`config.mk`:
```
export PLATFORM = sky130hd
export DESIGN_NAME = pppm_top
export DESIGN_NICKNAME = d
export VERILOG_FILES = /design/src/rtl/pppm_addr_step.v /design/src/rtl/pppm_strobe_pol.v /design/src/rtl/pppm_top.v
export VERILOG_INCLUDE_DIRS = /design/src /design/src/include
export SDC_FILE = /design/constraint.sdc
export NUM_CORES = 1
export LEC_CHECK = 0
export ABC_AREA = 0
export BUFFER_PORTS_ARGS = -buffer_cell sky130_fd_sc_hd__buf_2
export CAP_MARGIN = 20
export CORE_MARGIN = 2
export CORE_UTILIZATION = 41
export DETAILED_ROUTE_END_ITERATION = 10
export REMOVE_ABC_BUFFERS = 1
export SYNTH_ARGS = -nofsm -noshare
export SYNTH_HDL_FRONTEND = slang
export SYNTH_HIERARCHICAL = 1
export SYNTH_SLANG_ARGS = --single-unit
```
`constraint.sdc`:
```
create_clock -name mclk -period 8 [get_ports mclk]
set_clock_uncertainty 0.1 [all_clocks]
set_input_delay 0.8 -clock mclk [delete_from_list [all_inputs] [get_ports mclk]]
set_output_delay 0.8 -clock mclk [all_outputs]
set_load 0.01 [all_outputs]
```
`src/include/pppm_map.vh`:
```
/*
  Register offsets, field positions, reset values, codes and wait
  counts of the parallel port polarity and mode block.
  Assumes inclusion by bare name from every design file of the block.
*/
`ifndef PPPM_MAP_VH
`define PPPM_MAP_VH

`define PPPM_OFS_CTRL      4'h0
`define PPPM_OFS_MODE      4'h1
`define PPPM_OFS_ADDR      4'h2
`define PPPM_OFS_DATA      4'h3
`define PPPM_OFS_IRQ_STAT  4'h4
`define PPPM_OFS_IRQ_CLR   4'h5
`define PPPM_OFS_IRQ_EN    4'h6
`define PPPM_OFS_BUF0      4'h8

`define PPPM_CTRL_RST      16'h0000
`define PPPM_CTRL_WMASK    16'h8707
`define PPPM_MODE_RST      16'h0000
`define PPPM_MODE_WMASK    16'h7FFF

`define PPPM_CTRL_EN       15
`define PPPM_CTRL_BE_PORT  10
`define PPPM_CTRL_WR_PORT  9
`define PPPM_CTRL_RD_PORT  8
`define PPPM_CTRL_BEP      2
`define PPPM_CTRL_WRITE_STROBE_POLARITY     1
`define PPPM_CTRL_READ_STROBE_POLARITY     0

`define PPPM_MODE_BUSY     15
`define PPPM_MODE_INTERRUPT_REQUEST_SELECT     13
`define PPPM_MODE_ADDRESS_STEP_SELECT     11
`define PPPM_MODE_WIDE     10
`define PPPM_MODE_MODE     8
`define PPPM_MODE_SETUP_WAIT_COUNT    6
`define PPPM_MODE_STROBE_WAIT_COUNT    2
`define PPPM_MODE_HOLD_WAIT_COUNT    0

`define PPPM_PM_SLAVE_LEG  2'h0
`define PPPM_PM_SLAVE_BUF  2'h1
`define PPPM_PM_MASTER2    2'h2
`define PPPM_PM_MASTER1    2'h3

`define PPPM_INC_NONE      2'h0
`define PPPM_INC_UP        2'h1
`define PPPM_INC_DOWN      2'h2
`define PPPM_INC_BUF       2'h3

`define PPPM_IRQ_CYCLE     2'h1
`define PPPM_IRQ_BUF3      2'h3

`define PPPM_EV_CYCLE      0
`define PPPM_EV_BUF3       1

`define PPPM_WAIT_BASE     4'h0

`endif

```
`src/rtl/pppm_addr_step.v`:
```
/*
  Address step after each master read/write cycle.
  Assumes the step code comes straight from the mode register.
*/
`timescale 1ns/10ps
`default_nettype none
`include "pppm_map.vh"

module pppm_addr_step (
  input  wire [15:0] addr,
  input  wire [1:0]  step_sel,
  output reg  [15:0] addr_nxt
);
  // Bit 14 is left alone; the other fifteen bits count as one value
  wire [14:0] packed_a;
  wire [14:0] up_a;
  wire [14:0] down_a;

  assign packed_a = {addr[15], addr[13:0]};
  assign up_a     = packed_a + 15'h0001;
  assign down_a   = packed_a - 15'h0001;

  always @* begin
    case (step_sel)
      `PPPM_INC_UP:   addr_nxt = {up_a[14], addr[14], up_a[13:0]};
      `PPPM_INC_DOWN: addr_nxt = {down_a[14], addr[14], down_a[13:0]};
      default:        addr_nxt = addr;
    endcase
  end
endmodule
`default_nettype wire

```
`src/rtl/pppm_strobe_pol.v`:
```
/*
  Strobe and byte-enable polarity and pin function selection.
  Assumes active-true strobes from the transfer sequencer and
  synchronous pin inputs.
*/
`timescale 1ns/10ps
`default_nettype none
`include "pppm_map.vh"

module pppm_strobe_pol (
  input  wire [1:0] port_mode,
  input  wire       master,
  input  wire       byte_enable_polarity,
  input  wire       write_strobe_polarity,
  input  wire       read_strobe_polarity,
  input  wire       be_port_en,
  input  wire       wr_port_en,
  input  wire       rd_port_en,
  input  wire [2:0] addr_hi,
  input  wire       be_act,
  input  wire       wr_act,
  input  wire       rd_act,
  input  wire       en_act,
  input  wire       dir_read,
  input  wire       wr_pin_i,
  input  wire       rd_pin_i,
  output wire       byte_enable_pin,
  output wire       write_strobe_pin,
  output wire       write_strobe_oe,
  output wire       read_strobe_pin,
  output wire       read_strobe_oe,
  output wire       slave_wr_act,
  output wire       slave_rd_act
);
  // Same mapping serves both directions: active level to pin and back
  function pol;
    input act;
    input p;
    begin
      pol = p ? act : ~act;
    end
  endfunction

  wire m1;
  wire wr_lvl;
  wire rd_lvl;

  assign m1 = (port_mode == `PPPM_PM_MASTER1);
  assign wr_lvl = m1 ? pol(en_act, write_strobe_polarity)
                     : pol(wr_act, write_strobe_polarity);
  assign rd_lvl = m1 ? pol(dir_read & en_act | dir_read, read_strobe_polarity)
                     : pol(rd_act, read_strobe_polarity);

  assign byte_enable_pin  = be_port_en ? pol(be_act, byte_enable_polarity)
                                       : addr_hi[0];
  assign write_strobe_pin = wr_port_en ? wr_lvl : addr_hi[1];
  assign read_strobe_pin  = rd_port_en ? rd_lvl : addr_hi[2];
  assign write_strobe_oe  = master;
  assign read_strobe_oe   = master;

  assign slave_wr_act = ~master & wr_port_en & pol(wr_pin_i, write_strobe_polarity);
  assign slave_rd_act = ~master & rd_port_en & pol(rd_pin_i, read_strobe_polarity);
endmodule
`default_nettype wire

```
`src/rtl/pppm_top.v`:
```
/*
  Parallel port with programmable strobe polarity and mode: register
  file, master transfer sequencer, slave strobe capture, interrupt.
  Assumes one clock mclk, synchronous pin inputs, a single-cycle
  register port master and a testbench that resolves the pins.
*/
// Behaviour
// - Byte-enable pin level follows its polarity bit: 1 high-active, 0 low-active.
// - Outside first master mode, write polarity bit sets write strobe level.
// - In first master mode, write polarity bit sets the enable strobe level.
// - Outside first master mode, read polarity bit sets read strobe level.
// - In first master mode, read polarity bit sets combined read/write level.
// - Polarity bits do nothing while their pin carries an address bit.
// - Step field: 01 add one, 10 subtract, 00 hold, 11 buffer pointer.
`timescale 1ns/10ps
`default_nettype none
`include "pppm_map.vh"

module pppm_top #(
  parameter AW = 4,
  parameter DW = 16
) (
  input  wire          mclk,
  input  wire          rst,
  input  wire [AW-1:0] reg_addr,
  input  wire [DW-1:0] reg_wdata,
  input  wire          reg_wr,
  input  wire          reg_rd,
  output wire [DW-1:0] reg_rdata,
  output wire [15:0]   port_address_pins,
  output wire [15:0]   port_data_o,
  output wire          port_data_oe,
  input  wire [15:0]   port_data_i,
  output wire          byte_enable_pin,
  output wire          write_strobe_pin,
  output wire          write_strobe_oe,
  input  wire          write_strobe_i,
  output wire          read_strobe_pin,
  output wire          read_strobe_oe,
  input  wire          read_strobe_i,
  output wire          irq
);
  localparam S_IDLE  = 2'b00;
  localparam S_SETUP = 2'b01;
  localparam S_STRB  = 2'b10;
  localparam S_HOLD  = 2'b11;

  reg  [15:0] ctrl_r;
  reg  [15:0] mode_r;
  reg  [15:0] addr_r;
  reg  [15:0] rbuf_r;
  reg  [15:0] wbuf_r;
  reg  [15:0] dout_r;
  reg  [1:0]  irq_stat_r;
  reg  [1:0]  irq_stat_nxt;
  reg  [1:0]  irq_en_r;
  reg  [15:0] rdata_r;
  reg  [15:0] rdata_nxt;
  reg  [1:0]  state_r;
  reg  [1:0]  state_nxt;
  reg  [3:0]  cnt_r;
  reg  [3:0]  cnt_nxt;
  reg         dir_rd_r;
  reg  [1:0]  ptr_r;
  reg         s_wr_q_r;
  reg         s_rd_q_r;
  reg  [15:0] buf_mem [0:3];

  wire        enabled;
  wire [1:0]  port_mode;
  wire        master;
  wire [1:0]  interrupt_request_select;
  wire [1:0]  address_step_select;
  wire        wide;
  wire [3:0]  setup_wait_count;
  wire [3:0]  strobe_wait_count;
  wire [3:0]  hold_wait_count;
  wire        busy;
  wire        sel_data;
  wire        wr_data;
  wire        rd_data;
  wire        start;
  wire        m_done;
  wire        s_wr_act;
  wire        s_rd_act;
  wire        s_wr_pin;
  wire        s_rd_pin;
  wire        s_wr_end;
  wire        s_rd_end;
  wire        s_done;
  wire        cyc_done;
  wire        at_buf3;
  wire [15:0] addr_stepped;
  wire [1:0]  ev;
  wire        be_act;
  wire        wr_act;
  wire        rd_act;
  wire        en_act;

  function [3:0] fld4;
    input [15:0] r;
    input integer lsb;
    input [3:0] msk;
    begin
      fld4 = r[lsb +: 4] & msk;
    end
  endfunction

  assign enabled   = ctrl_r[`PPPM_CTRL_EN];
  assign port_mode = mode_r[`PPPM_MODE_MODE +: 2];
  assign master    = enabled & port_mode[1];
  assign interrupt_request_select      = mode_r[`PPPM_MODE_INTERRUPT_REQUEST_SELECT +: 2];
  assign address_step_select      = mode_r[`PPPM_MODE_ADDRESS_STEP_SELECT +: 2];
  assign wide      = mode_r[`PPPM_MODE_WIDE];
  assign setup_wait_count     = fld4(mode_r, `PPPM_MODE_SETUP_WAIT_COUNT, 4'h3);
  assign strobe_wait_count     = fld4(mode_r, `PPPM_MODE_STROBE_WAIT_COUNT, 4'hF);
  assign hold_wait_count     = fld4(mode_r, `PPPM_MODE_HOLD_WAIT_COUNT, 4'h3);
  assign busy      = (state_r != S_IDLE);

  assign sel_data  = (reg_addr == `PPPM_OFS_DATA);
  assign wr_data   = reg_wr & sel_data;
  assign rd_data   = reg_rd & sel_data;
  // A request while busy is dropped; software polls the busy flag first
  assign start     = master & ~busy & (wr_data | rd_data);

  // Master sequencer: setup, strobe, hold, each WAIT field plus one cycle
  always @* begin
    state_nxt = state_r;
    cnt_nxt   = cnt_r;
    case (state_r)
      S_IDLE: begin
        if (start) begin
          state_nxt = S_SETUP;
          cnt_nxt   = setup_wait_count;
        end
      end
      S_SETUP: begin
        if (cnt_r == `PPPM_WAIT_BASE) begin
          state_nxt = S_STRB;
          cnt_nxt   = strobe_wait_count;
        end else begin
          cnt_nxt = cnt_r - 4'h1;
        end
      end
      S_STRB: begin
        if (cnt_r == `PPPM_WAIT_BASE) begin
          state_nxt = S_HOLD;
          cnt_nxt   = hold_wait_count;
        end else begin
          cnt_nxt = cnt_r - 4'h1;
        end
      end
      S_HOLD: begin
        if (cnt_r == `PPPM_WAIT_BASE) begin
          state_nxt = S_IDLE;
          cnt_nxt   = 4'h0;
        end else begin
          cnt_nxt = cnt_r - 4'h1;
        end
      end
      default: begin
        state_nxt = S_IDLE;
        cnt_nxt   = 4'h0;
      end
    endcase
  end

  assign m_done = (state_r == S_HOLD) & (cnt_r == `PPPM_WAIT_BASE);

  // Internal strobes are active-true; polarity is applied at the pins
  assign be_act = master & wide & busy;
  assign en_act = (state_r == S_STRB);
  assign wr_act = en_act & ~dir_rd_r;
  assign rd_act = en_act & dir_rd_r;

  pppm_strobe_pol u_pol (
    .port_mode             (port_mode),
    .master                (master),
    .byte_enable_polarity  (ctrl_r[`PPPM_CTRL_BEP]),
    .write_strobe_polarity (ctrl_r[`PPPM_CTRL_WRITE_STROBE_POLARITY]),
    .read_strobe_polarity  (ctrl_r[`PPPM_CTRL_READ_STROBE_POLARITY]),
    .be_port_en            (ctrl_r[`PPPM_CTRL_BE_PORT]),
    .wr_port_en            (ctrl_r[`PPPM_CTRL_WR_PORT]),
    .rd_port_en            (ctrl_r[`PPPM_CTRL_RD_PORT]),
    .addr_hi               (addr_r[15:13]),
    .be_act                (be_act),
    .wr_act                (wr_act),
    .rd_act                (rd_act),
    .en_act                (en_act),
    .dir_read              (dir_rd_r & busy),
    .wr_pin_i              (write_strobe_i),
    .rd_pin_i              (read_strobe_i),
    .byte_enable_pin       (byte_enable_pin),
    .write_strobe_pin      (write_strobe_pin),
    .write_strobe_oe       (write_strobe_oe),
    .read_strobe_pin       (read_strobe_pin),
    .read_strobe_oe        (read_strobe_oe),
    .slave_wr_act          (s_wr_pin),
    .slave_rd_act          (s_rd_pin)
  );

  pppm_addr_step u_step (
    .addr     (addr_r),
    .step_sel (address_step_select),
    .addr_nxt (addr_stepped)
  );

  // A disabled port must not capture host strobes left at an active level
  assign s_wr_act = enabled & s_wr_pin;
  assign s_rd_act = enabled & s_rd_pin;

  // Slave cycles complete when the host releases its strobe
  assign s_wr_end = enabled & s_wr_q_r & ~s_wr_act;
  assign s_rd_end = enabled & s_rd_q_r & ~s_rd_act;
  assign s_done   = s_wr_end | s_rd_end;
  assign cyc_done = m_done | s_done;
  assign at_buf3  = s_done & (ptr_r == 2'h3);

  assign ev[`PPPM_EV_CYCLE] = cyc_done & (interrupt_request_select == `PPPM_IRQ_CYCLE);
  assign ev[`PPPM_EV_BUF3]  = at_buf3 & (interrupt_request_select == `PPPM_IRQ_BUF3);

  // Set beats clear so an event landing on a clear write is kept
  always @* begin
    irq_stat_nxt = irq_stat_r;
    if (reg_wr && reg_addr == `PPPM_OFS_IRQ_CLR) begin
      irq_stat_nxt = irq_stat_nxt & ~reg_wdata[1:0];
    end
    irq_stat_nxt = irq_stat_nxt | ev;
  end

  assign irq = |(irq_stat_r & irq_en_r);

  always @* begin
    rdata_nxt = 16'h0000;
    if (reg_rd) begin
      case (reg_addr)
        `PPPM_OFS_CTRL:     rdata_nxt = ctrl_r;
        `PPPM_OFS_MODE:     rdata_nxt = {busy, mode_r[14:0]};
        `PPPM_OFS_ADDR:     rdata_nxt = addr_r;
        `PPPM_OFS_DATA:     rdata_nxt = rbuf_r;
        `PPPM_OFS_IRQ_STAT: rdata_nxt = {14'h0000, irq_stat_r};
        `PPPM_OFS_IRQ_EN:   rdata_nxt = {14'h0000, irq_en_r};
        `PPPM_OFS_BUF0:     rdata_nxt = buf_mem[0];
        4'h9:               rdata_nxt = buf_mem[1];
        4'hA:               rdata_nxt = buf_mem[2];
        4'hB:               rdata_nxt = buf_mem[3];
        default:            rdata_nxt = 16'h0000;
      endcase
    end
  end

  assign reg_rdata = rdata_r;

  always @(posedge mclk or posedge rst) begin
    if (rst) begin
      ctrl_r     <= `PPPM_CTRL_RST;
      mode_r     <= `PPPM_MODE_RST;
      irq_en_r   <= 2'h0;
      irq_stat_r <= 2'h0;
      rdata_r    <= 16'h0000;
      state_r    <= S_IDLE;
      cnt_r      <= 4'h0;
      dir_rd_r   <= 1'b0;
      s_wr_q_r   <= 1'b0;
      s_rd_q_r   <= 1'b0;
    end else begin
      if (reg_wr && reg_addr == `PPPM_OFS_CTRL) begin
        ctrl_r <= reg_wdata & `PPPM_CTRL_WMASK;
      end
      if (reg_wr && reg_addr == `PPPM_OFS_MODE) begin
        mode_r <= reg_wdata & `PPPM_MODE_WMASK;
      end
      if (reg_wr && reg_addr == `PPPM_OFS_IRQ_EN) begin
        irq_en_r <= reg_wdata[1:0];
      end
      irq_stat_r <= irq_stat_nxt;
      rdata_r    <= rdata_nxt;
      state_r    <= state_nxt;
      cnt_r      <= cnt_nxt;
      if (start) begin
        dir_rd_r <= rd_data;
      end
      s_wr_q_r <= s_wr_act;
      s_rd_q_r <= s_rd_act;
    end
  end

  // Data path registers hold no control state, so they reset plainly too
  always @(posedge mclk or posedge rst) begin
    if (rst) begin
      addr_r <= 16'h0000;
      rbuf_r <= 16'h0000;
      wbuf_r <= 16'h0000;
      dout_r <= 16'h0000;
      ptr_r  <= 2'h0;
    end else begin
      if (reg_wr && reg_addr == `PPPM_OFS_ADDR) begin
        addr_r <= reg_wdata;
      end else if (m_done) begin
        addr_r <= addr_stepped;
      end
      if (wr_data) begin
        wbuf_r <= reg_wdata;
      end
      if (state_r == S_STRB && cnt_r == `PPPM_WAIT_BASE && dir_rd_r) begin
        rbuf_r <= wide ? port_data_i : {8'h00, port_data_i[7:0]};
      end else if (s_wr_act && !s_wr_q_r) begin
        rbuf_r <= port_data_i;
      end
      if (start && wr_data) begin
        dout_r <= wide ? reg_wdata : {8'h00, reg_wdata[7:0]};
      end else if (!master) begin
        dout_r <= buf_mem[ptr_r];
      end
      if (s_done && address_step_select == `PPPM_INC_BUF) begin
        ptr_r <= ptr_r + 2'h1;
      end else if (address_step_select != `PPPM_INC_BUF) begin
        ptr_r <= 2'h0;
      end
    end
  end

  // Buffers take host writes over software writes in the same cycle
  always @(posedge mclk) begin
    if (s_wr_act && !s_wr_q_r) begin
      buf_mem[ptr_r] <= port_data_i;
    end else if (reg_wr && reg_addr[3:2] == 2'b10) begin
      buf_mem[reg_addr[1:0]] <= reg_wdata;
    end
  end

  assign port_address_pins = addr_r;
  assign port_data_o       = dout_r;
  assign port_data_oe      = (master & busy & ~dir_rd_r) | s_rd_act;
endmodule
`default_nettype wire

```
==> run metrics <==
synthesized area 9060 µm²; WS Path Type reg -> reg; Final period util 50.0%; Fill cells 2036; most used flip-flop cell after synthesis dfrtp_1; reg2reg end buf_mem[3][6]; grt ovf 0; core area 21800 µm²; final setup violation count 0; Chip Height 153 µm; wire per inst 23.9 µm; final total power 3.06 mW; post-CTS setup buffers 0; async set-or-reset flop fraction in the synthesized netlist 61.2%; Setup crit end kind flop; Synth Register Bits 165; overall routing resource usage 23.3%; Initial Util 41.7%; site row count 54; DRT Wirelength 27.1 mm; CTS resizes 0; Worst Hold Class in -> async; vias per cell 6.22; Remaining DRCs 0; Routability Congestion 0.881; Max Buffers Root-to-Sink 2; RSZ-0062 raised after global routing no; antenna violations before repair 0; Slew Limit Fails 0; total vias in the final route 7067; dpl hpwl 18.2 mm; Critical Path Source Type flop; # diodes 0; Fmax achieved 250 MHz; post-route antenna net violation count 0; largest net degree at the start of global routing 64; min Tclk post-route 4.00 ns; post-synth top area share 27.9%; setup TNS 0 ns; Gate Count Post-Synth 780; Port Buffer Count 96; Root Buffer clkbuf_16; vias in the first global route 6732; register area share after synthesis 49.1%; initial drt markers 740; CTS buffer count 17; dpl cell area 9620 µm²; Layout Nets 896; layout cell share with drive strength beyond 1 25.9%; router iterations before antenna repair 7; Req. time, crit path 7.87 ns; top-count cell post-synth dfrtp_1; Slew HR 28.1%; top post-synthesis cells by area dfrtp_1 28%, edfxtp_1 21%, mux2_2 6.0%, mux4_2 4.2%, mux2i_1 3.8%; P_leak 3.99 nW; count of final hold-check violations 0; pwr/cell area 300 nW/µm²; clock transition at the registers of the reported paths 0.06 ns; Syn Area/Cell 11.6 µm²; Clock Latency Late Sink 0.43 ns; DIE AREA 23300 µm²; Syn. warnings 6; first-pass GRT wire length 41.7 mm; area delta synth->final 12.6%; Critical R2R Launch ctrl_r[15]; # IOs 97; Register-to-Register Path Depth 7; CTS hold repair buffers 0; Post-synth top cells 101 x dfrtp_1, 64 x edfxtp_1, 54 x nand2_1; reg2reg setup slack 4.00 ns; post-route cell area 10200 µm²; worst vdd ir 0.000151 V; clk sinks 165; arrival time worst endpoint 3.87 ns; CTS H-Tree Depth 4; EDFF count, synth 64; status finished clean; Util after Layout 46.9%; Distinct cells, synth 84; critical path peak fanout 17; post-synth top area cell dfrtp_1; Worst-Margin Slew 1.08 ns; WHS 0.293 ns; TritonCTS clock tree built; Die W 153 µm; max-cap viol count 0
## routing by layer
| layer | part of all wire, % | vias to the layer above | GRT usage [%] |
|---|---|---|---|
| met5 | 0 | - | 0 |
| met4 | 2.6 | 0 | 7.63 |
| met3 | 7.2 | 48 | 4.89 |
| met2 | 47 | 333 | 36.8 |
| met1 | 43 | 3556 | 32.0 |
| li1 | - | 3130 | - |
## cell families after synthesis
group                    after synthesis  share of synthesized area, %
AO/OA/AOI/OAI                        212                          16.8
flip-flops                           165                          49.1
multiplexers                         101                          14.2
adder cells (fa/ha/maj)               10                          1.38
buffers and inverters                 81                          4.68
XOR/XNOR                              20                          1.93
AND/OR/NAND/NOR                      191                          11.9
## stage by stage
step	cells	worst slack (ns)
floorplan	721	4.45
detailed placement	1104	4.11
global route	1137	3.81
finish	1137	4.00
CTS	1136	4.10
global placement	1104	4.30
## placed cells by master, fill, tap and decap left out, types with 11 or more instances in the layout
master / count
a21oi_1: 19
o21ai_0: 40
nor2_1: 35
a22oi_1: 44
xnor2_1: 11
a31oi_1: 17
inv_1: 20
nand3_1: 17
dfrtp_1: 101
mux2_2: 48
mux2i_1: 34
buf_2: 96
mux4_2: 17
edfxtp_1: 64
clkbuf_16: 19
nand2_1: 54
## where the power goes
group / switching, mW / total, mW / internal [mW]
Combinational: 0.537 / 0.962 / 0.425
Sequential: 0.280 / 1.33 / 1.05
Clock: 0.322 / 0.768 / 0.446
Total: 1.14 / 3.06 / 1.92
## layout make-up
| class | count | area (µm²) | share of cell area [%] |
|---|---|---|---|
| flip-flops and latches | 165 | 4450 | 43.6 |
| multi-input cells | 534 | 4200 | 41.2 |
| clock buffers | 24 | 513 | 5.03 |
| repair buffers | 104 | 558 | 5.47 |
| clock inverters | 8 | 46.3 | 0.454 |
| inverters | 22 | 85.1 | 0.834 |
| well taps | 280 | 350 | 3.43 |
## registers in the layout, summed over array words and instances, names as in the netlist, 4 cells and up
| signal | cells |
|---|---|
| port_data_o | 16 |
| buf_mem | 64 |
| mode_r | 15 |
| ctrl_r | 7 |
| cnt_r | 4 |
| reg_rdata | 16 |
| port_address_pins | 16 |
| rbuf_r | 16 |
## worst max-delay path by stage
stage	start	endpoint	slack [ns]	depth (start not counted)
after floorplan	rst	cnt_r[0]	4.45	1
after global placement	ctrl_r[15]	buf_mem[3][11]	4.30	7
after detailed placement	ctrl_r[15]	buf_mem[3][11]	4.11	7
after CTS	ctrl_r[15]	buf_mem[3][4]	4.10	7
after global routing	ctrl_r[15]	buf_mem[3][11]	3.81	7
final	ctrl_r[15]	buf_mem[3][6]	4.00	7
## critical path: stages, from the launching register on
cell	delay (ns)
dfrtp_1	0.45
nand2_2	0.49
clkinv_1	0.55
nor3b_1	0.45
nand3b_1	0.29
and3_1	0.46
nand3_1	0.20
nand2_1	0.52
Note: power is estimated with default switching activity, not from simulation.
